<file path="src/verilog/pll_ref_pkg.sv">
package pll_ref_pkg;

  localparam int ADDR_W = 10;

  // Register offsets
  localparam logic [9:0] ADDR_REF_DIV_LOW   = 10'h011;
  localparam logic [9:0] ADDR_REF_DIV_HIGH  = 10'h012;
  localparam logic [9:0] ADDR_PRESCALER     = 10'h016;
  localparam logic [9:0] ADDR_SYNC_DELAY    = 10'h019;
  localparam logic [9:0] ADDR_REF_INPUT     = 10'h01C;
  localparam logic [9:0] ADDR_REF_SELECT    = 10'h01D;

  // Reset values: every reference buffer starts powered down
  localparam logic [7:0] RST_REF_DIV_LOW    = 8'h01;
  localparam logic [7:0] RST_REF_DIV_HIGH   = 8'h00;
  localparam logic [7:0] RST_PRESCALER      = 8'h06;
  localparam logic [7:0] RST_SYNC_DELAY     = 8'h00;
  localparam logic [7:0] RST_REF_INPUT      = 8'h06;
  localparam logic [7:0] RST_REF_SELECT     = 8'h00;

  // prescaler_control fields
  localparam int PRE_MODE_LSB  = 0;
  localparam int PRE_B_BYPASS  = 3;
  localparam int PRE_CNT_RESET = 7;
  // counter_sync_and_delay fields
  localparam int SYN_R_DLY_LSB = 0;
  localparam int SYN_N_DLY_LSB = 3;
  localparam int SYN_PIN_LSB   = 6;
  // reference_input_control fields
  localparam int RIC_DIFF_SEL  = 0;
  localparam int RIC_PRIM_PD   = 1;
  localparam int RIC_SEC_PD    = 2;
  localparam int RIC_REVERT_DIS = 3;
  localparam int RIC_AUTO_EN   = 4;
  localparam int RIC_STAY_SEC  = 6;
  localparam int RIC_DEGL_DIS  = 7;
  // reference_select_holdover fields (bits 7:6 read back status)
  localparam int RSH_HOLD_EN   = 0;
  localparam int RSH_USE_PIN   = 1;
  localparam int RSH_AUTO_HOLD = 2;
  localparam int RSH_MAN_SEC   = 3;
  localparam int RSH_ST_MISS   = 6;
  localparam int RSH_ST_SEC    = 7;

  // Monitor thresholds
  localparam logic [1:0] MISS_FALLS   = 2'h2;
  localparam logic [2:0] RETURN_RISES = 3'h4;

  typedef enum logic [2:0] {
    PRE_FD1  = 3'b000,
    PRE_FD2  = 3'b001,
    PRE_DM2  = 3'b010,
    PRE_DM4  = 3'b011,
    PRE_DM8  = 3'b100,
    PRE_DM16 = 3'b101,
    PRE_DM32 = 3'b110,
    PRE_FD3  = 3'b111
  } presc_mode_t;

  typedef enum logic [1:0] {
    SW_IDLE      = 2'b00,
    SW_WAIT_LOW  = 2'b01,
    SW_WAIT_RISE = 2'b10
  } sw_state_t;

  typedef struct packed {
    logic prim;
    logic sec;
    logic vco;
    logic sync_n;
  } pin_set_t;

  typedef struct packed {
    logic diff;
    logic prim;
    logic sec;
  } buf_power_t;

  typedef struct packed {
    logic [7:0] sreg;
    logic       q;
  } delay_state_t;

  typedef struct packed {
    logic [7:0]  div_low;
    logic [7:0]  div_high;
    logic [13:0] r_active;
    logic [7:0]  presc;
    logic [7:0]  sync_dly;
    logic [7:0]  ref_ctl;
    logic [7:0]  sel_hold;
    logic [7:0]  rdata;
    buf_power_t  pwr;
    sw_state_t   sw;
    logic        active_sec;
    logic        auto_sec;
    logic        missing;
    logic [1:0]  sec_falls;
    logic [2:0]  prim_rises;
    logic [13:0] r_cnt;
    logic        r_pulse;
    logic [5:0]  pre_cnt;
    logic [5:0]  a_left;
    logic [12:0] b_left;
    logic        fb_pulse;
    logic        cp_hiz;
  } top_state_t;

  function automatic logic [5:0] presc_p(input logic [2:0] m);
    case (m)
      PRE_FD1:  presc_p = 6'h01;
      PRE_FD2:  presc_p = 6'h02;
      PRE_DM2:  presc_p = 6'h02;
      PRE_DM4:  presc_p = 6'h04;
      PRE_DM8:  presc_p = 6'h08;
      PRE_DM16: presc_p = 6'h10;
      PRE_DM32: presc_p = 6'h20;
      default:  presc_p = 6'h03;
    endcase
  endfunction

  function automatic logic presc_dual(input logic [2:0] m);
    presc_dual = (m != PRE_FD1) && (m != PRE_FD2) && (m != PRE_FD3);
  endfunction

endpackage

</file>
<file path="src/verilog/edge_sense.sv">
`timescale 1ns/1ps
module edge_sense #(
  parameter int WIDTH = 4
) (
  input  logic             clock, // System clock
  input  logic             srst,  // Synchronous reset
  input  logic [WIDTH-1:0] lvl,   // Sampled levels
  output logic [WIDTH-1:0] rise,  // Rising edge this cycle
  output logic [WIDTH-1:0] fall   // Falling edge this cycle
);
  logic [WIDTH-1:0] prev_q;
  logic [WIDTH-1:0] prev_d;

  always_comb begin
    prev_d = lvl;
    rise   = lvl & ~prev_q;
    fall   = ~lvl & prev_q;
  end

  // All-ones at reset so an active-low pin held high gives no false edge
  always_ff @(posedge clock) begin
    if (srst) begin
      prev_q <= '1;
    end else begin
      prev_q <= prev_d;
    end
  end
endmodule

</file>
<file path="src/verilog/pll_ref_select_and_dividers.sv">
`timescale 1ns/1ps
module pll_ref_select_and_dividers (
  input  logic                       clock,          // 50 MHz system clock
  input  logic                       srst,           // Sync reset, high
  input  logic                       reg_wr,         // Register write strobe
  input  logic                       reg_rd,         // Register read strobe
  input  logic [pll_ref_pkg::ADDR_W-1:0] reg_addr,   // Register offset
  input  logic [7:0]                 reg_wdata,      // Write data
  output logic [7:0]                 reg_rdata,      // Read data, next cycle
  input  logic                       pll_power_down, // PLL powered down
  input  logic                       primary_reference,   // Primary ref level
  input  logic                       secondary_reference, // Secondary level
  input  logic                       ref_select_pin, // 1 selects secondary
  input  logic                       vco_clock,      // VCO/ext clock level
  input  logic                       sync_n,         // Alignment pin, low
  input  logic [5:0]                 a_count,        // A counter value
  input  logic [12:0]                b_count,        // B counter value
  output pll_ref_pkg::buf_power_t    buf_power,      // Buffer power enables
  output logic                       active_is_secondary, // Active reference
  output logic                       primary_missing,     // Monitor flag
  output logic                       pfd_reference,  // Delayed R output pulse
  output logic                       pfd_feedback,   // Delayed N output pulse
  output logic                       cp_high_z       // Charge pump held off
);
  import pll_ref_pkg::*;

  top_state_t s_q;
  top_state_t s_d;
  pin_set_t   pins;
  pin_set_t   rise;
  pin_set_t   fall;

  ////////////////////////////////////////////////////////////////////////////
  // Pin edges

  always_comb begin
    pins.prim   = primary_reference & (s_q.pwr.prim | s_q.pwr.diff);
    pins.sec    = secondary_reference & s_q.pwr.sec;
    pins.vco    = vco_clock;
    pins.sync_n = sync_n;
  end

  edge_sense #(
    .WIDTH(4)
  ) u_edges (
    .clock(clock),
    .srst (srst),
    .lvl  (pins),
    .rise (rise),
    .fall (fall)
  );

  ////////////////////////////////////////////////////////////////////////////
  // Next state

  logic        diff_sel;
  logic        auto_en;
  logic        req_sec;
  logic        tgt_lvl;
  logic        tgt_rise;
  logic        ref_edge;
  logic        cnt_reset;
  logic        b_reload;
  logic [13:0] r_last;
  logic [5:0]  p_val;
  logic [5:0]  p_mod;
  logic        dual;
  logic [12:0] b_eff;
  logic [5:0]  a_eff;
  logic [2:0]  falls_sum;

  always_comb begin
    s_d       = s_q;
    s_d.r_pulse  = 1'b0;
    s_d.fb_pulse = 1'b0;
    diff_sel  = s_q.ref_ctl[RIC_DIFF_SEL];
    auto_en   = s_q.ref_ctl[RIC_AUTO_EN] & ~diff_sel;
    tgt_lvl   = 1'b0;
    tgt_rise  = 1'b0;
    ref_edge  = 1'b0;
    b_reload  = 1'b0;
    falls_sum = 3'h0;

    // Register writes
    if (reg_wr) begin
      case (reg_addr)
        ADDR_REF_DIV_LOW:  s_d.div_low  = reg_wdata;
        ADDR_REF_DIV_HIGH: begin
          s_d.div_high = {2'b00, reg_wdata[5:0]};
          // High byte commits the pair so the divider never sees half
          s_d.r_active = {reg_wdata[5:0], s_q.div_low};
        end
        ADDR_PRESCALER:    s_d.presc    = reg_wdata;
        ADDR_SYNC_DELAY:   s_d.sync_dly = reg_wdata;
        ADDR_REF_INPUT:    s_d.ref_ctl  = reg_wdata;
        ADDR_REF_SELECT:   s_d.sel_hold = {2'b00, reg_wdata[5:0]};
        default: begin
        end
      endcase
    end

    // Register reads, unmapped offsets read zero
    s_d.rdata = 8'h00;
    if (reg_rd) begin
      case (reg_addr)
        ADDR_REF_DIV_LOW:  s_d.rdata = s_q.div_low;
        ADDR_REF_DIV_HIGH: s_d.rdata = s_q.div_high;
        ADDR_PRESCALER:    s_d.rdata = s_q.presc;
        ADDR_SYNC_DELAY:   s_d.rdata = s_q.sync_dly;
        ADDR_REF_INPUT:    s_d.rdata = s_q.ref_ctl;
        ADDR_REF_SELECT: begin
          s_d.rdata = s_q.sel_hold;
          s_d.rdata[RSH_ST_MISS] = s_q.missing;
          s_d.rdata[RSH_ST_SEC]  = s_q.active_sec;
        end
        default: s_d.rdata = 8'h00;
      endcase
    end

    // Buffer power; reset values hold both single-ended buffers off
    s_d.pwr.diff = ~pll_power_down & diff_sel;
    s_d.pwr.prim = ~pll_power_down & ~diff_sel
                   & ~s_q.ref_ctl[RIC_PRIM_PD];
    s_d.pwr.sec  = ~pll_power_down & ~diff_sel
                   & ~s_q.ref_ctl[RIC_SEC_PD];

    ////////////////////////////////////////////////////////////////////////
    // Primary monitor, clocked by secondary falls and primary edges

    if (!auto_en) begin
      s_d.missing    = 1'b0;
      s_d.auto_sec   = 1'b0;
      s_d.sec_falls  = 2'h0;
      s_d.prim_rises = 3'h0;
    end else begin
      falls_sum = {1'b0, s_q.sec_falls} + {2'b00, fall.sec};
      if (rise.prim || fall.prim) begin
        s_d.sec_falls = {1'b0, fall.sec};
      end else if (falls_sum >= {1'b0, MISS_FALLS}) begin
        s_d.sec_falls = MISS_FALLS;
      end else begin
        s_d.sec_falls = falls_sum[1:0];
      end
      if (!s_q.missing) begin
        if (s_d.sec_falls == MISS_FALLS) begin
          s_d.missing    = 1'b1;
          s_d.auto_sec   = 1'b1;
          s_d.prim_rises = 3'h0;
        end
      end else if (s_d.sec_falls == MISS_FALLS && !rise.prim) begin
        s_d.prim_rises = 3'h0;
      end else if (rise.prim) begin
        s_d.prim_rises = s_q.prim_rises + 3'h1;
        if (s_d.prim_rises == RETURN_RISES) begin
          s_d.missing    = 1'b0;
          s_d.prim_rises = 3'h0;
          s_d.sec_falls  = 2'h0;
          // Stay mode or revert-disable keep the secondary latched;
          // software leaves auto mode to get back
          if (!s_q.ref_ctl[RIC_STAY_SEC]
              && !s_q.ref_ctl[RIC_REVERT_DIS]) begin
            s_d.auto_sec = 1'b0;
          end
        end
      end
    end

    ////////////////////////////////////////////////////////////////////////
    // Switchover with deglitch

    if (diff_sel) begin
      req_sec = 1'b0;
    end else if (auto_en) begin
      req_sec = s_q.auto_sec;
    end else if (s_q.sel_hold[RSH_USE_PIN]) begin
      req_sec = ref_select_pin;
    end else begin
      req_sec = s_q.sel_hold[RSH_MAN_SEC];
    end
    tgt_lvl  = req_sec ? pins.sec : pins.prim;
    tgt_rise = req_sec ? rise.sec : rise.prim;

    case (s_q.sw)
      SW_IDLE: begin
        ref_edge = s_q.active_sec ? rise.sec : rise.prim;
        if (req_sec != s_q.active_sec) begin
          if (s_q.ref_ctl[RIC_DEGL_DIS]) begin
            s_d.active_sec = req_sec;
          end else begin
            s_d.sw   = SW_WAIT_LOW;
            ref_edge = 1'b0;
          end
        end
      end
      SW_WAIT_LOW: begin
        // Old reference is blocked; a target stuck high never switches
        if (req_sec == s_q.active_sec || s_q.ref_ctl[RIC_DEGL_DIS]) begin
          s_d.sw = SW_IDLE;
        end else if (!tgt_lvl) begin
          s_d.sw = SW_WAIT_RISE;
        end
      end
      SW_WAIT_RISE: begin
        if (req_sec == s_q.active_sec || s_q.ref_ctl[RIC_DEGL_DIS]) begin
          s_d.sw = SW_IDLE;
        end else if (tgt_rise) begin
          s_d.active_sec = req_sec;
          s_d.sw         = SW_IDLE;
          ref_edge       = 1'b1;
        end
      end
      default: s_d.sw = SW_IDLE;
    endcase

    ////////////////////////////////////////////////////////////////////////
    // Counter resets and manual holdover

    cnt_reset = s_q.presc[PRE_CNT_RESET]
                | ((s_q.sync_dly[SYN_PIN_LSB +: 2] != 2'b00)
                   & ~sync_n);

    if (fall.sync_n && s_q.sel_hold[RSH_HOLD_EN]) begin
      s_d.cp_hiz = 1'b1;
    end else if (s_q.cp_hiz && sync_n && s_q.r_pulse) begin
      // Leave on the reference-path event and realign B with it
      s_d.cp_hiz = 1'b0;
      b_reload   = 1'b1;
    end

    ////////////////////////////////////////////////////////////////////////
    // Reference divider

    r_last = (s_q.r_active <= 14'h0001) ? 14'h0000
             : s_q.r_active - 14'h0001;
    if (cnt_reset) begin
      s_d.r_cnt = 14'h0000;
    end else if (ref_edge) begin
      if (s_q.r_cnt >= r_last) begin
        s_d.r_cnt   = 14'h0000;
        s_d.r_pulse = 1'b1;
      end else begin
        s_d.r_cnt = s_q.r_cnt + 14'h0001;
      end
    end

    ////////////////////////////////////////////////////////////////////////
    // Feedback divider: prescaler with A and B counters

    p_val = presc_p(s_q.presc[PRE_MODE_LSB +: 3]);
    dual  = presc_dual(s_q.presc[PRE_MODE_LSB +: 3]);
    // Bypass is only meaningful with a fixed-divide prescaler
    b_eff = s_q.presc[PRE_B_BYPASS] ? 13'h0001 : b_count;
    a_eff = dual ? a_count : 6'h00;
    p_mod = (dual && s_q.a_left != 6'h00) ? p_val + 6'h01 : p_val;

    if (cnt_reset) begin
      s_d.a_left = a_eff;
      s_d.b_left = b_eff;
    end else if (b_reload) begin
      // Prescaler keeps its phase on purpose
      s_d.a_left = a_eff;
      s_d.b_left = b_eff;
    end else if (rise.vco) begin
      if (s_q.pre_cnt >= p_mod - 6'h01) begin
        s_d.pre_cnt = 6'h00;
        // A prescaler cycles at P+1, then B-A at P: N = P*B + A
        if (s_q.b_left <= 13'h0001) begin
          s_d.b_left   = b_eff;
          s_d.a_left   = a_eff;
          s_d.fb_pulse = 1'b1;
        end else begin
          s_d.b_left = s_q.b_left - 13'h0001;
          if (s_q.a_left != 6'h00) begin
            s_d.a_left = s_q.a_left - 6'h01;
          end
        end
      end else begin
        s_d.pre_cnt = s_q.pre_cnt + 6'h01;
      end
    end
  end

  ////////////////////////////////////////////////////////////////////////////
  // State register

  always_ff @(posedge clock) begin
    if (srst) begin
      s_q            <= '0;
      s_q.div_low    <= RST_REF_DIV_LOW;
      s_q.div_high   <= RST_REF_DIV_HIGH;
      s_q.r_active   <= {RST_REF_DIV_HIGH[5:0], RST_REF_DIV_LOW};
      s_q.presc      <= RST_PRESCALER;
      s_q.sync_dly   <= RST_SYNC_DELAY;
      s_q.ref_ctl    <= RST_REF_INPUT;
      s_q.sel_hold   <= RST_REF_SELECT;
      s_q.sw         <= SW_IDLE;
      s_q.b_left     <= 13'h0001;
    end else begin
      s_q <= s_d;
    end
  end

  ////////////////////////////////////////////////////////////////////////////
  // Delay cells, steps of one clock

  pulse_delay u_ref_delay (
    .clock(clock),
    .srst (srst),
    .din  (s_q.r_pulse),
    .sel  (s_q.sync_dly[SYN_R_DLY_LSB +: 3]),
    .dout (pfd_reference)
  );

  pulse_delay u_fb_delay (
    .clock(clock),
    .srst (srst),
    .din  (s_q.fb_pulse),
    .sel  (s_q.sync_dly[SYN_N_DLY_LSB +: 3]),
    .dout (pfd_feedback)
  );

  assign reg_rdata           = s_q.rdata;
  assign buf_power           = s_q.pwr;
  assign active_is_secondary = s_q.active_sec;
  assign primary_missing     = s_q.missing;
  assign cp_high_z           = s_q.cp_hiz;

endmodule

</file>
<file path="src/verilog/pulse_delay.sv">
`timescale 1ns/1ps
module pulse_delay (
  input  logic       clock, // System clock
  input  logic       srst,  // Synchronous reset
  input  logic       din,   // Divider output pulse
  input  logic [2:0] sel,   // Delay step, 0 is shortest
  output logic       dout   // Delayed pulse, registered
);
  import pll_ref_pkg::*;

  delay_state_t s_q;
  delay_state_t s_d;

  always_comb begin
    s_d      = s_q;
    s_d.sreg = {s_q.sreg[6:0], din};
    s_d.q    = s_d.sreg[sel];
    dout     = s_q.q;
  end

  always_ff @(posedge clock) begin
    if (srst) begin
      s_q <= '0;
    end else begin
      s_q <= s_d;
    end
  end
endmodule
</file>
<file path="config.mk">
export PLATFORM = sky130hd
export DESIGN_NAME = pll_ref_select_and_dividers
export DESIGN_NICKNAME = d
export VERILOG_FILES = /design/src/verilog/pll_ref_pkg.sv /design/src/verilog/edge_sense.sv /design/src/verilog/pll_ref_select_and_dividers.sv /design/src/verilog/pulse_delay.sv
export SDC_FILE = /design/constraint.sdc
export NUM_CORES = 1
export LEC_CHECK = 0
export BUFFER_PORTS_ARGS = -buffer_cell sky130_fd_sc_hd__buf_2
export CAP_MARGIN = 20
export CORE_ASPECT_RATIO = 0.6
export CORE_MARGIN = 3
export CORE_UTILIZATION = 55
export CTS_BUF_LIST = sky130_fd_sc_hd__clkbuf_4 sky130_fd_sc_hd__clkbuf_8
export DETAILED_ROUTE_END_ITERATION = 8
export GPL_TIMING_DRIVEN = 0
export PLACE_DENSITY = 0.74
export SLEW_MARGIN = 5
export SYNTH_ARGS = -nofsm -noshare
export SYNTH_HDL_FRONTEND = slang
export SYNTH_SLANG_ARGS = --single-unit
</file>
<file path="constraint.sdc">
create_clock -name clock -period 5.2 [get_ports clock]
set_input_delay 0.26 -clock clock [delete_from_list [all_inputs] [get_ports clock]]
set_output_delay 0.26 -clock clock [all_outputs]
set_load 0.1 [all_outputs]
</file>
Word level (Yosys, flattened, before mapping)
Cells that the tools add are included.
- eq/ne operators: 32
- $add $sub $neg: 9
- bitwise logic cells: 26
- $lt $le $gt $ge: 7
- multiplexer cells: 58
- reduce and logical (&&, ||, !) cells: 43
- operators with widths (cell ; count):
    10-bit by 5-bit == test with 1-bit output (second input constant) ; 6
    19-bit two-way mux ; 3
    8-bit case mux with 6 select lines ; 1
    20-bit two-way mux ; 2
    6-bit case mux with 6 select lines ; 1
    14-bit two-way mux ; 2
    6-bit two-way mux ; 4
    1-bit two-way mux ; 21
    2-bit two-way mux ; 10
    2-bit AND reduction ; 8
    3-bit two-way mux ; 5
    14-bit by 1-bit adder with 14-bit output (second input constant) ; 1
    14-bit >= comparator ; 1
    14-bit by 1-bit <= comparator with 1-bit output (second input constant) ; 1
    7-bit two-way mux ; 2
    14-bit by 1-bit subtractor with 14-bit output (second input constant) ; 1
    13-bit by 1-bit <= comparator with 1-bit output (second input constant) ; 1
    13-bit two-way mux ; 1
    13-bit by 1-bit subtractor with 13-bit output (second input constant) ; 1
    6-bit by 1-bit adder with 6-bit output (second input constant) ; 2
    3-bit == test (second input constant) ; 4
    2-bit != test (second input constant) ; 6
    1-bit NOT ; 12
    6-bit by 1-bit subtractor with 6-bit output (second input constant) ; 2
    37 further kinds ; 77
- output and inout port bits: 16
- input port bits: 47
- logic and storage cells: 204
- register bits after elaboration: 141

Depth between registers and ports, before layout
Gate-level depths: netlist of the first run.
- depth after elaboration: 13
- gate-level depth with buffers: 19
- mapped depth without buffers: 17

Cells and area by module
From an unflattened synthesis of the first run, not the netlist that was laid out.
- cells, all modules: 882
- area, all modules: 7352.1 µm²
- modules (own cells, without submodules) (module ; cells an instance ; area an instance (µm²) ; seq. area each (µm²) ; times used):
    pll_ref_select_and_dividers ; 820 ; 6636.4 ; 2302.2 ; 1
    pulse_delay ; 23 ; 277.8 ; 160.2 ; 2
    edge_sense ; 16 ; 160.2 ; 80.1 ; 1

Least setup slack after synthesis of the first run
Ideal clock, no wire load.
- kind: register to register
- start point: reg s_q[88] (netlist name)
- end point: reg s_q[9] (netlist name)
- cell stages (with the launch flop): 20
- arrival time: 3777 ps
- buffers on the path: 3
- slack: 1292 ps
- required time: 5069 ps
- library setup time: 131 ps
- period minus slack after synthesis: 3908 ps
- cells stage by stage: dfxtp_1 -> clkbuf_1 -> buf_1 -> nand3_1 -> o21ai_0 -> ha_1 -> o211ai_1 -> nand2_1 -> a222oi_1 -> ha_1 -> nor3_1 -> a21oi_1 -> ha_1 -> a21o_1 -> a31o_2 -> a21oi_1 -> clkbuf_1 -> nor2_1 -> a32oi_1 -> o31ai_1
- word-level cells in the longest chain between the ends: 9
- elaborated cells on any way between the ends: 21
- those cells by class: add/sub (2); order compare (1); eq/ne (8); mux (2); reduce/logical (8)
- RTL lines (element ; RTL line ; RTL):
    from (decl) ; pll_ref_select_and_dividers.sv:27 ; top_state_t s_q;
    3-bit by 2-bit == test with 1-bit output (tied with other cells) ; pll_ref_pkg.sv:110 ; case (m)
    2-bit OR reduction (no line) / 1-bit logical AND (equally long branches) ; - ;
    6-bit case mux with 6 select lines / 1-bit logical AND (equally long branches) ; pll_ref_pkg.sv:110, pll_ref_pkg.sv:123 ;
    6-bit by 1-bit adder with 6-bit output / 1-bit logical AND (equally long branches) ; pll_ref_select_and_dividers.sv:254 ; p_mod = (dual && s_q.a_left != 6'h00) ? p_val + 6'h01 : p_val;
    6-bit two-way mux (*) ; pll_ref_select_and_dividers.sv:254 ;
    6-bit by 1-bit subtractor with 6-bit output (*) ; pll_ref_select_and_dividers.sv:264 ; if (s_q.pre_cnt >= p_mod - 6'h01) begin
    6-bit >= comparator (*) ; pll_ref_select_and_dividers.sv:264 ;
    3-bit nonzero test (no line) (*) ; - ;
    2-bit AND reduction (no line) (*) ; - ;
Mark *: on every way between the ends. The rest lies on a longest branch, timed or not.
A chain may end at the register's enable or synchronous reset.

Worst setup path in the final report of the first run
- start point: reg s_q[101] (netlist name)
- end point: reg s_q[39] (netlist name)
- word-level cells in the longest chain between the ends: 4
- elaborated cells on any way between the ends: 5
- those cells by class: add/sub (1); order compare (2); mux (2)
- RTL lines (element ; RTL line ; RTL):
    14-bit by 1-bit subtractor with 14-bit output / 14-bit by 1-bit <= comparator with 1-bit output (equally long branches) ; pll_ref_select_and_dividers.sv:234, pll_ref_select_and_dividers.sv:233 ;
    14-bit two-way mux (*) ; pll_ref_select_and_dividers.sv:233 ; r_last = (s_q.r_active <= 14'h0001) ? 14'h0000
    14-bit >= comparator (*) ; pll_ref_select_and_dividers.sv:238 ; if (s_q.r_cnt >= r_last) begin
    14-bit two-way mux (*) ; pll_ref_select_and_dividers.sv:238 ;
Marked as above.

==> flow_summary.toml, run 1 <==
[outcome]
outcome = "complete, no violations"

[logic_synthesis]
synth_edf_count = 0
synth.area.top_cells = "dfxtp_1 (37%), nand2_1 (6.3%), ha_1 (5.9%)"
ys_ff_latch = 135
syn_nets = 970
synth.avg_cell_area_um2 = 8.29
synth-main-ff-cell = "dfxtp_1"
synth_warnings = 0
synth-seq-area-share_pct = 36.7
synth_area_um2 = 7360
ys_types = 74
synth.top_cell.area_share_pct = 36.7
synthArstFlopShare_pct = 0
synth_cells = 888
yosys.area.top_type = "dfxtp_1"

[route]
final_antenna_net_count = 0
drt_iter0_drc = 879
vias_per_cell = 6.05
route.detailed.drc = 0
drt-total-wl_um = 20100
drtPass1Iterations = 6
avgRoutedWirePerCell_um = 17.5
vias = 6964

[clock_network]
clkSinkCount = 135
cts_setup_buffers = 0
clk_pin_slew_ps = 90
cts_made_buffers = 17
cts_tree = "built"
htree_levels = 4
clock_path_buffers = 2
clockRootBuffer = "clkbuf_8"
clk_latency_ps = 450

[layout]
area_growth_pct = 13.2
fin_area_um2 = 8330
fin_cells = 1151
drive_gt1_share_pct = 15.4
num_antenna_cells = 0
layout_commonest_cell = "dfxtp_1"
mostFrequentLayoutCells = "dfxtp_1 (135), nand2_1 (124), a21oi_1 (75)"
post-route-util_pct = 64.2
nNetsFinal = 1050

[floorplanning]
design.core.area_um2 = 13000
rows = 32
dieArea_um2 = 14900
start_util_pct = 56.8
die_height_um = 95.6
die_x_um = 155
io_pins = 63

[critical_path]
start_kind = "flip-flop"
critPathArrivalTime_ps = 5170
worst_ep_required_time_ps = 5600
cp_slowest_cell = "nor4_1"
endpoint_kind = "flip-flop"
path_max_fanout = 10
critPathMaxStageDelay_ps = 700
path_cells = "or4_1 -> nor4_1 -> nand3_1 -> clkbuf_1 -> nand2_1 -> ha_1 -> nand2_1 -> nor2_1 -> a211oi_1 -> and4_1 -> clkbuf_1 -> clkbuf_1 -> nor4b_1 -> a21o_1"
crit_path_frequent_cell = "clkbuf_1"
path_class = "flip-flop to flip-flop"

[global_routing]
grt_max_degree = 17
antenna_found_initial = 0
grt_pass1_wl_um = 31900
use_met3_pct = 7.48
use_met2_pct = 34.2
grt_usage_pct = 27.3
grtUsageMet1_pct = 44.4
grt.overflow.total = 0
grt_pass1_vias = 5969
grt_busiest_layer = "met1"

[worst_hold_path]
hold_class = "primary input to flip-flop"

[pwr]
ir_drop_uv = 173
power.density_nw_per_um2 = 256
power_mw = 2.13
power_leakage_nw = 3.21

[timing]
fin_crit_sh_pct = 91.7
rsz0062_at_grt = "no"
fin_skew_ps = 13.8
period_needed_ps = 4770
hold_violations = 0
fmax_ghz = 0.210
worstMarginPinSlew_ps = 1030
slew_headroom_pct = 30.7
setup_viol = 0
finalMaxSlewViolations = 0
setup-tns-final_ps = 0

[placed_design]
place_area_um2 = 7880
io_buffers = 60
gp_congestion = 0.946
dpl.hpwl_um = 15200
post-place-cells = 1118

[job]
drv_cap = 0
## sequential cells by signal, summed over array words and instances (netlist names)
name                 cells
reg_rdata                8
s_q                    100
u_fb_delay.dout          1
buf_power                3
cp_high_z                1
u_fb_delay.s_d           7
u_ref_delay.dout         1
u_ref_delay.s_d          7
diff_sel                 1
active_is_secondary      1
u_edges.prev_q           4
primary_missing          1
## where the power goes
part,switching (mW),internal [mW]
sequential,0.00288,1.04
clock,0.447,0.540
combinational,0.0718,0.0354
total,0.522,1.61
## critical path, delay by kind of cell, from the launching register on
family	cells	cell delay, ps
buf+inv	3	1020
fa+ha+maj	1	260
compound gates	2	480
simple gates	8	2600
flops	1	360
## final timing paths
| path | start | end | slack, ps | cells after the start |
|---|---|---|---|---|
| worst min-delay path | vco_clock | u_edges.prev_q[1] | 20 | 2 |
| worst max register to register | s_q[101] | s_q[39] | 430 | 14 |
| worst min register to register | u_fb_delay.s_d[5] | u_fb_delay.s_d[6] | 460 | 1 |
| worst max-delay path | s_q[101] | s_q[39] | 430 | 14 |
## kinds of logic (layout without fill, tap and decap cells)
family / count (synthesis) / in the layout / synth area share, %
and+or+nand+nor: 380 / 380 / 26.6
AOI/OAI and AO/OA: 218 / 218 / 19.9
DFF: 135 / 135 / 36.7
buffers and inverters: 80 / 173 / 5.08
adders and majority gates: 35 / 35 / 5.95
xor gates and xnor gates: 22 / 22 / 2.62
muxes: 18 / 18 / 3.16
## area by class of cell
class                           instances  area (µm²)
Fill cell                            1142        4640
Multi-Input combinational cell        673        4290
Sequential cell                       135        2700
Timing Repair Buffer                   61         310
Buffer                                 58         293
Clock buffer                           18         248
Tap cell                              170         213
Clock inverter                         14         196
Inverter                               22        82.6
## repair_timing
item                                    4_1_cts  5_1_grt
hold buffers                                  1        0
hold endpoints to repair                      1        0
gates resized for setup                       0        2
endpoints found under the setup margin        0        7
## layer usage
metal	routed length, µm	share of wire [%]
met2	7230	36
met3	2250	11
met4	213	1.1
met1	10400	52
met5	0	0
## synthesized netlist by cell type, drive strengths merged, types with 14 or more instances
cell	number
dfxtp	135
nand2	125
a21oi	85
nand3	61
nor2	59
ha	35
clkbuf	33
o21ai	33
buf	25
inv	22
nor2b	22
nor3	22
nor4	17
xor2	16
a22o	14
## metrics by stage
step / hold WS [ps] / setup WS, ps
global route: 15.9 / 51.8
floorplan: 332 / 1290
global placement: 443 / 443
CTS: 18.8 / 445
detailed placement: 448 / 487
finish: 16.8 / 430
Note: power is estimated with default switching activity, not from simulation.
==> run 2: changes to the inputs <==
--- a/config.mk
+++ b/config.mk
@@ -14,6 +14,7 @@
 export DETAILED_ROUTE_END_ITERATION = 8
 export GPL_TIMING_DRIVEN = 0
 export PLACE_DENSITY = 0.74
+export RECOVER_POWER = 25
 export SLEW_MARGIN = 5
 export SYNTH_ARGS = -nofsm -noshare
 export SYNTH_HDL_FRONTEND = slang
==> run 2 against run 1 <==
  * Combinational power is essentially flat
  * Sequential power about the same
  * Highest routed layer unchanged
  * Clock power about the same
  * Register-to-register slack is essentially flat
  * Core utilization down 0.13 points
  * Sequential share of layout area rose by 0.063 points
  * Final area shrank 0.20%
  * Total power about the same
  * Via count about the same
  * Hold slack better by 1.4 ps
==> flow_summary.toml, run 2 (same netlist as run 1, synthesis figures left out) <==
[layout]
largest_reg_flops = 100
layout_commonest_cell = "dfxtp_1"
nNetsFinal = 1050
drive_gt1_share_pct = 14.1
num-fill-cells = 1150
area_growth_pct = 12.9
fin_area_um2 = 8310
top_register = "s_q"
num_antenna_cells = 0
post-route-util_pct = 64.1
mostFrequentLayoutCells = "dfxtp_1 (135), nand2_1 (124), a21oi_1 (75)"

[clock_network]
clk_latency_ps = 450
clockRootBuffer = "clkbuf_8"
cts_made_buffers = 17
htree_levels = 4
clkSinkCount = 135
cts_tree = "built"
clock_path_buffers = 2
cts_setup_buffers = 0
clk_pin_slew_ps = 90

[timing]
worstMarginPinSlew_ps = 1170
setup_viol = 0
slew_headroom_pct = 22.3
fmax_ghz = 0.209
period_needed_ps = 4780
fin_crit_sh_pct = 92.0
setup-tns-final_ps = 0
rsz0062_at_grt = "no"
fin_skew_ps = 14.1
finalMaxSlewViolations = 0
hold_violations = 0

[critical_path]
crit_path_frequent_cell = "clkbuf_1"
worst_ep_required_time_ps = 5600
path_cells = "or4_1 -> nor4_1 -> nand3_1 -> clkbuf_1 -> nand2_1 -> ha_1 -> nand2_1 -> nor2_1 -> a211oi_1 -> and4_1 -> clkbuf_1 -> clkbuf_1 -> nor4b_1 -> a21o_1"
rr_worst_depth = 14
endpoint_kind = "flip-flop"
path_max_fanout = 10
critPathMaxStageDelay_ps = 700
start_kind = "flip-flop"
cp_slowest_cell = "nor4_1"
critPathArrivalTime_ps = 5180
path_class = "flip-flop to flip-flop"

[route]
drtPass1Iterations = 7
avgRoutedWirePerCell_um = 17.5
route.detailed.drc = 0
vias = 6960
drt-total-wl_um = 20100
drt_iter0_drc = 878
vias_per_cell = 6.05
final_antenna_net_count = 0

[global_routing]
grt_max_degree = 17
antenna_found_initial = 0
grt_pass1_wl_um = 31900
grt_pass1_vias = 5969
grt.overflow.total = 0
grt_usage_pct = 27.3

[floorplanning]
design.core.area_um2 = 13000
die_height_um = 95.6
dieArea_um2 = 14900
die_x_um = 155
start_util_pct = 56.8
io_pins = 63
rows = 32

[worst_hold_path]
hold_class = "primary input to flip-flop"
whs_path_depth = 2

[job]
drv_cap = 0

[pwr]
ir_drop_uv = 173
power_leakage_nw = 3.15
power_mw = 2.13
power.density_nw_per_um2 = 257

[placed_design]
io_buffers = 60
gp_congestion = 0.946
dpl.hpwl_um = 15200
place_area_um2 = 7880

[outcome]
outcome = "complete, no violations"
-- run 2: cell count changes in the layout (fill, tap and decap cells not counted), sizes merged --
cell,change
buf,-13
clkbuf,+13
-- run 2: final cells by class --
type | instances | area [µm²] | share of cell area (%)
plain buffers | 58 | 293 | 3.52
well taps | 170 | 213 | 2.56
multi-input cells | 673 | 4290 | 51.5
inverters | 22 | 82.6 | 0.993
repair buffers | 61 | 294 | 3.54
flip-flops and latches | 135 | 2700 | 32.5
clock buffers | 18 | 248 | 2.98
clock inverters | 14 | 196 | 2.36
-- run 2: critical path, delay by kind of cell, from the launching register on --
| kind | cells | cell delay (ps) |
|---|---|---|
| compound gates | 2 | 480 |
| fa+ha+maj | 1 | 260 |
| buf+inv | 3 | 1030 |
| flops | 1 | 360 |
| simple gates | 8 | 2600 |
-- run 2: worst paths after layout --
check,end,start,slack (ps)
max,s_q[39],s_q[101],420
min,u_edges.prev_q[1],vco_clock,20
max reg2reg,s_q[39],s_q[101],420
min reg2reg,u_fb_delay.s_d[6],u_fb_delay.s_d[5],460
-- run 2: layer usage --
metal,wire [µm],global-route usage [%]
met1,10500,44.4
met2,7210,34.2
met3,2260,7.48
met4,218,6.12
met5,0,0
-- run 2: per-stage QoR --
stage	cells	hold slack, ps	worst slack [ps]
global route	1151	15.9	51.8
finish	1151	18.1	417
floorplan	888	332	1290
detailed placement	1118	448	487
global placement	1118	443	443
CTS	1151	18.8	445
-- run 2: timing repair --
item / in CTS / in global routing
resized for setup: 0 / 2
hold endpoints to repair: 1 / 0
hold buffers: 1 / 0
endpoints found under the setup margin: 0 / 7
-- run 2: report_power, final --
group	internal [mW]	leakage, nW	switching [mW]
Sequential	1.04	1.09	0.00287
Clock	0.540	0.216	0.448
Combinational	0.0354	1.85	0.0718
Total	1.61	3.15	0.523
==> run 3: changes to the inputs <==
--- a/config.mk
+++ b/config.mk
@@ -9,11 +9,11 @@
 export CAP_MARGIN = 20
 export CORE_ASPECT_RATIO = 0.6
 export CORE_MARGIN = 3
-export CORE_UTILIZATION = 55
+export CORE_UTILIZATION = 60
 export CTS_BUF_LIST = sky130_fd_sc_hd__clkbuf_4 sky130_fd_sc_hd__clkbuf_8
 export DETAILED_ROUTE_END_ITERATION = 8
 export GPL_TIMING_DRIVEN = 0
-export PLACE_DENSITY = 0.74
+export PLACE_DENSITY = 0.8
 export RECOVER_POWER = 25
 export SLEW_MARGIN = 5
 export SYNTH_ARGS = -nofsm -noshare
==> constraint.sdc (replaced) <==
create_clock -name clock -period 4.6 [get_ports clock]
set_input_delay 0.23 -clock clock [delete_from_list [all_inputs] [get_ports clock]]
set_output_delay 0.23 -clock clock [all_outputs]
set_load 0.1 [all_outputs]
==> run 3 against run 2 <==
  * Total power grew 11%
  * Clock skew grew 1.9 ps
  * Critical path type unchanged
  * Critical endpoint is now s_q[41]
  * Combinational power grew 16%
==> flow_summary.toml, run 3 (same netlist as run 1, synthesis figures left out) <==
[global_routing]
grt_usage_pct = 30.3
antenna_found_initial = 0
grt.overflow.total = 0
grt_max_degree = 17
grt_pass1_vias = 6143
grt_pass1_wl_um = 32800

[critical_path]
crit-reg2reg-launch = "s_q[101]"
rr_worst_depth = 14
worst_ep_required_time_ps = 5000
path_max_fanout = 10
worstReg2RegEnd = "s_q[41]"
start_kind = "flip-flop"
critPathArrivalTime_ps = 4690
r2r_setup_slack_ps = 320
path_class = "flip-flop to flip-flop"
endpoint_kind = "flip-flop"

[worst_hold_path]
hold_start = "b_count[3]"
hold_class = "primary input to flip-flop"
whs_path_depth = 3
hold_end = "s_q[5]"

[placed_design]
io_buffers = 60
place_area_um2 = 7860
gp_congestion = 1.02
post-place-cells = 1108
dpl.hpwl_um = 15500
pre_cts_slack_ps = -120

[clock_network]
clockRootBuffer = "clkbuf_8"
cts_tree = "built"
htree_levels = 4
clock_path_buffers = 2
cts_setup_buffers = 0
clk_latency_ps = 460
clk_pin_slew_ps = 100
cts_made_buffers = 17
clkSinkCount = 135

[floorplanning]
die_x_um = 149
rows = 30
start_util_pct = 63.3
design.core.area_um2 = 11600
die_height_um = 91.8
dieArea_um2 = 13700
io_pins = 63

[layout]
layout_commonest_cell = "dfxtp_1"
fin_cells = 1144
mostFrequentLayoutCells = "dfxtp_1 (135), nand2_1 (124), a21oi_1 (74)"
largest_reg_flops = 100
top_register = "s_q"
nNetsFinal = 1053
drive_gt1_share_pct = 14.8
fin_area_um2 = 8350
num_antenna_cells = 0
area_growth_pct = 13.4
num-fill-cells = 939

[job]
drv_cap = 0

[timing]
hold_violations = 0
setup_ws_ps = 316
fmax_ghz = 0.233
worstMarginPinSlew_ps = 1200
setup_viol = 0
finalMaxSlewViolations = 0
setup-tns-final_ps = 0
fin_skew_ps = 16.0
hold-worst-slack_ps = 2.86
slew_headroom_pct = 20.2
fin_crit_sh_pct = 93.1
period_needed_ps = 4280

[route]
drt-total-wl_um = 20700
vias = 7077
avgRoutedWirePerCell_um = 18.1
drt_iter0_drc = 898
final_antenna_net_count = 0
route.detailed.drc = 0
drtPass1Iterations = 6
vias_per_cell = 6.19

[pwr]
power.density_nw_per_um2 = 282
ir_drop_uv = 205
power_leakage_nw = 3.17

[outcome]
outcome = "complete, no violations"
[run 3: cell types whose count changed in the layout (fill, tap and decap cells not counted), moves of 2 or more]
cell / previous run / this run
bufinv_16: 4 / 2
clkbuf_1: 45 / 42
clkbuf_2: 1 / 3
clkinv_2: 2 / 0
dlygate4sd3_1: 1 / 6
inv_8: 0 / 5
nor4_1: 14 / 12
nor4_2: 1 / 3
[run 3: final cells by class]
type	instances	area, µm²	share of cell area (%)
Timing Repair Buffer	66	344	4.12
Sequential cell	135	2700	32.4
Tap cell	160	200	2.40
Clock inverter	15	184	2.20
Multi-Input combinational cell	673	4310	51.7
Inverter	22	82.6	0.989
Buffer	56	288	3.45
Clock buffer	17	234	2.80
[run 3: how the worst max path moves through the flow]
stage              from  endpoint  slack (ps)  cells after the start
3_5_place_dp    s_q[88]    s_q[9]        -120                     19
5_1_grt        s_q[101]   s_q[41]         -20                     14
3_3_place_gp    s_q[88]    s_q[9]         -60                     19
4_1_cts         s_q[88]    s_q[9]          70                     19
2_1_floorplan   s_q[88]    s_q[9]         690                     19
6_report       s_q[101]   s_q[41]         320                     14
[run 3: stage by stage]
| step | power, mW | utilization, % |
|---|---|---|
| global route | 2.42 | 71.8 |
| CTS | 2.36 | 71.7 |
| global placement | 1.32 | 67.6 |
| detailed placement | 1.32 | 67.6 |
| finish | 2.36 | 71.8 |
| floorplan | 1.26 | - |
[run 3: repair_timing]
action | in CTS | in global routing
gates resized for setup | 2 | 8
setup endpoints to repair | 7 | 32
gates cloned | 0 | 0
hold buffers | 6 | 0
hold endpoints to repair | 8 | 0
[run 3: metal layers]
layer | up-vias | track usage (%) | wire length [µm]
met5 | - | 0 | 0
met4 | 0 | 7.92 | 291
li1 | 3388 | - | -
met2 | 447 | 37.2 | 7640
met1 | 3210 | 49.6 | 9690
met3 | 32 | 8.99 | 3080
[run 3: power breakdown]
part | switching, mW | total (mW) | internal [mW]
sequential | 0.00323 | 1.17 | 1.17
clock | 0.553 | 1.06 | 0.508
combinational | 0.0810 | 0.124 | 0.0427
[run 3: worst max-delay path, cell delays in order (launching register included)]
cell and delay [ps]:
dfxtp_1 370, or4_1 630, nor4_2 330, nand3_1 200, clkbuf_1 270, nand2_1 110
ha_1 260, a21oi_1 140, a21boi_0 100, o31ai_1 350, and4_1 240, clkbuf_1 300
clkbuf_1 480, nor4b_1 330, a21o_1 120
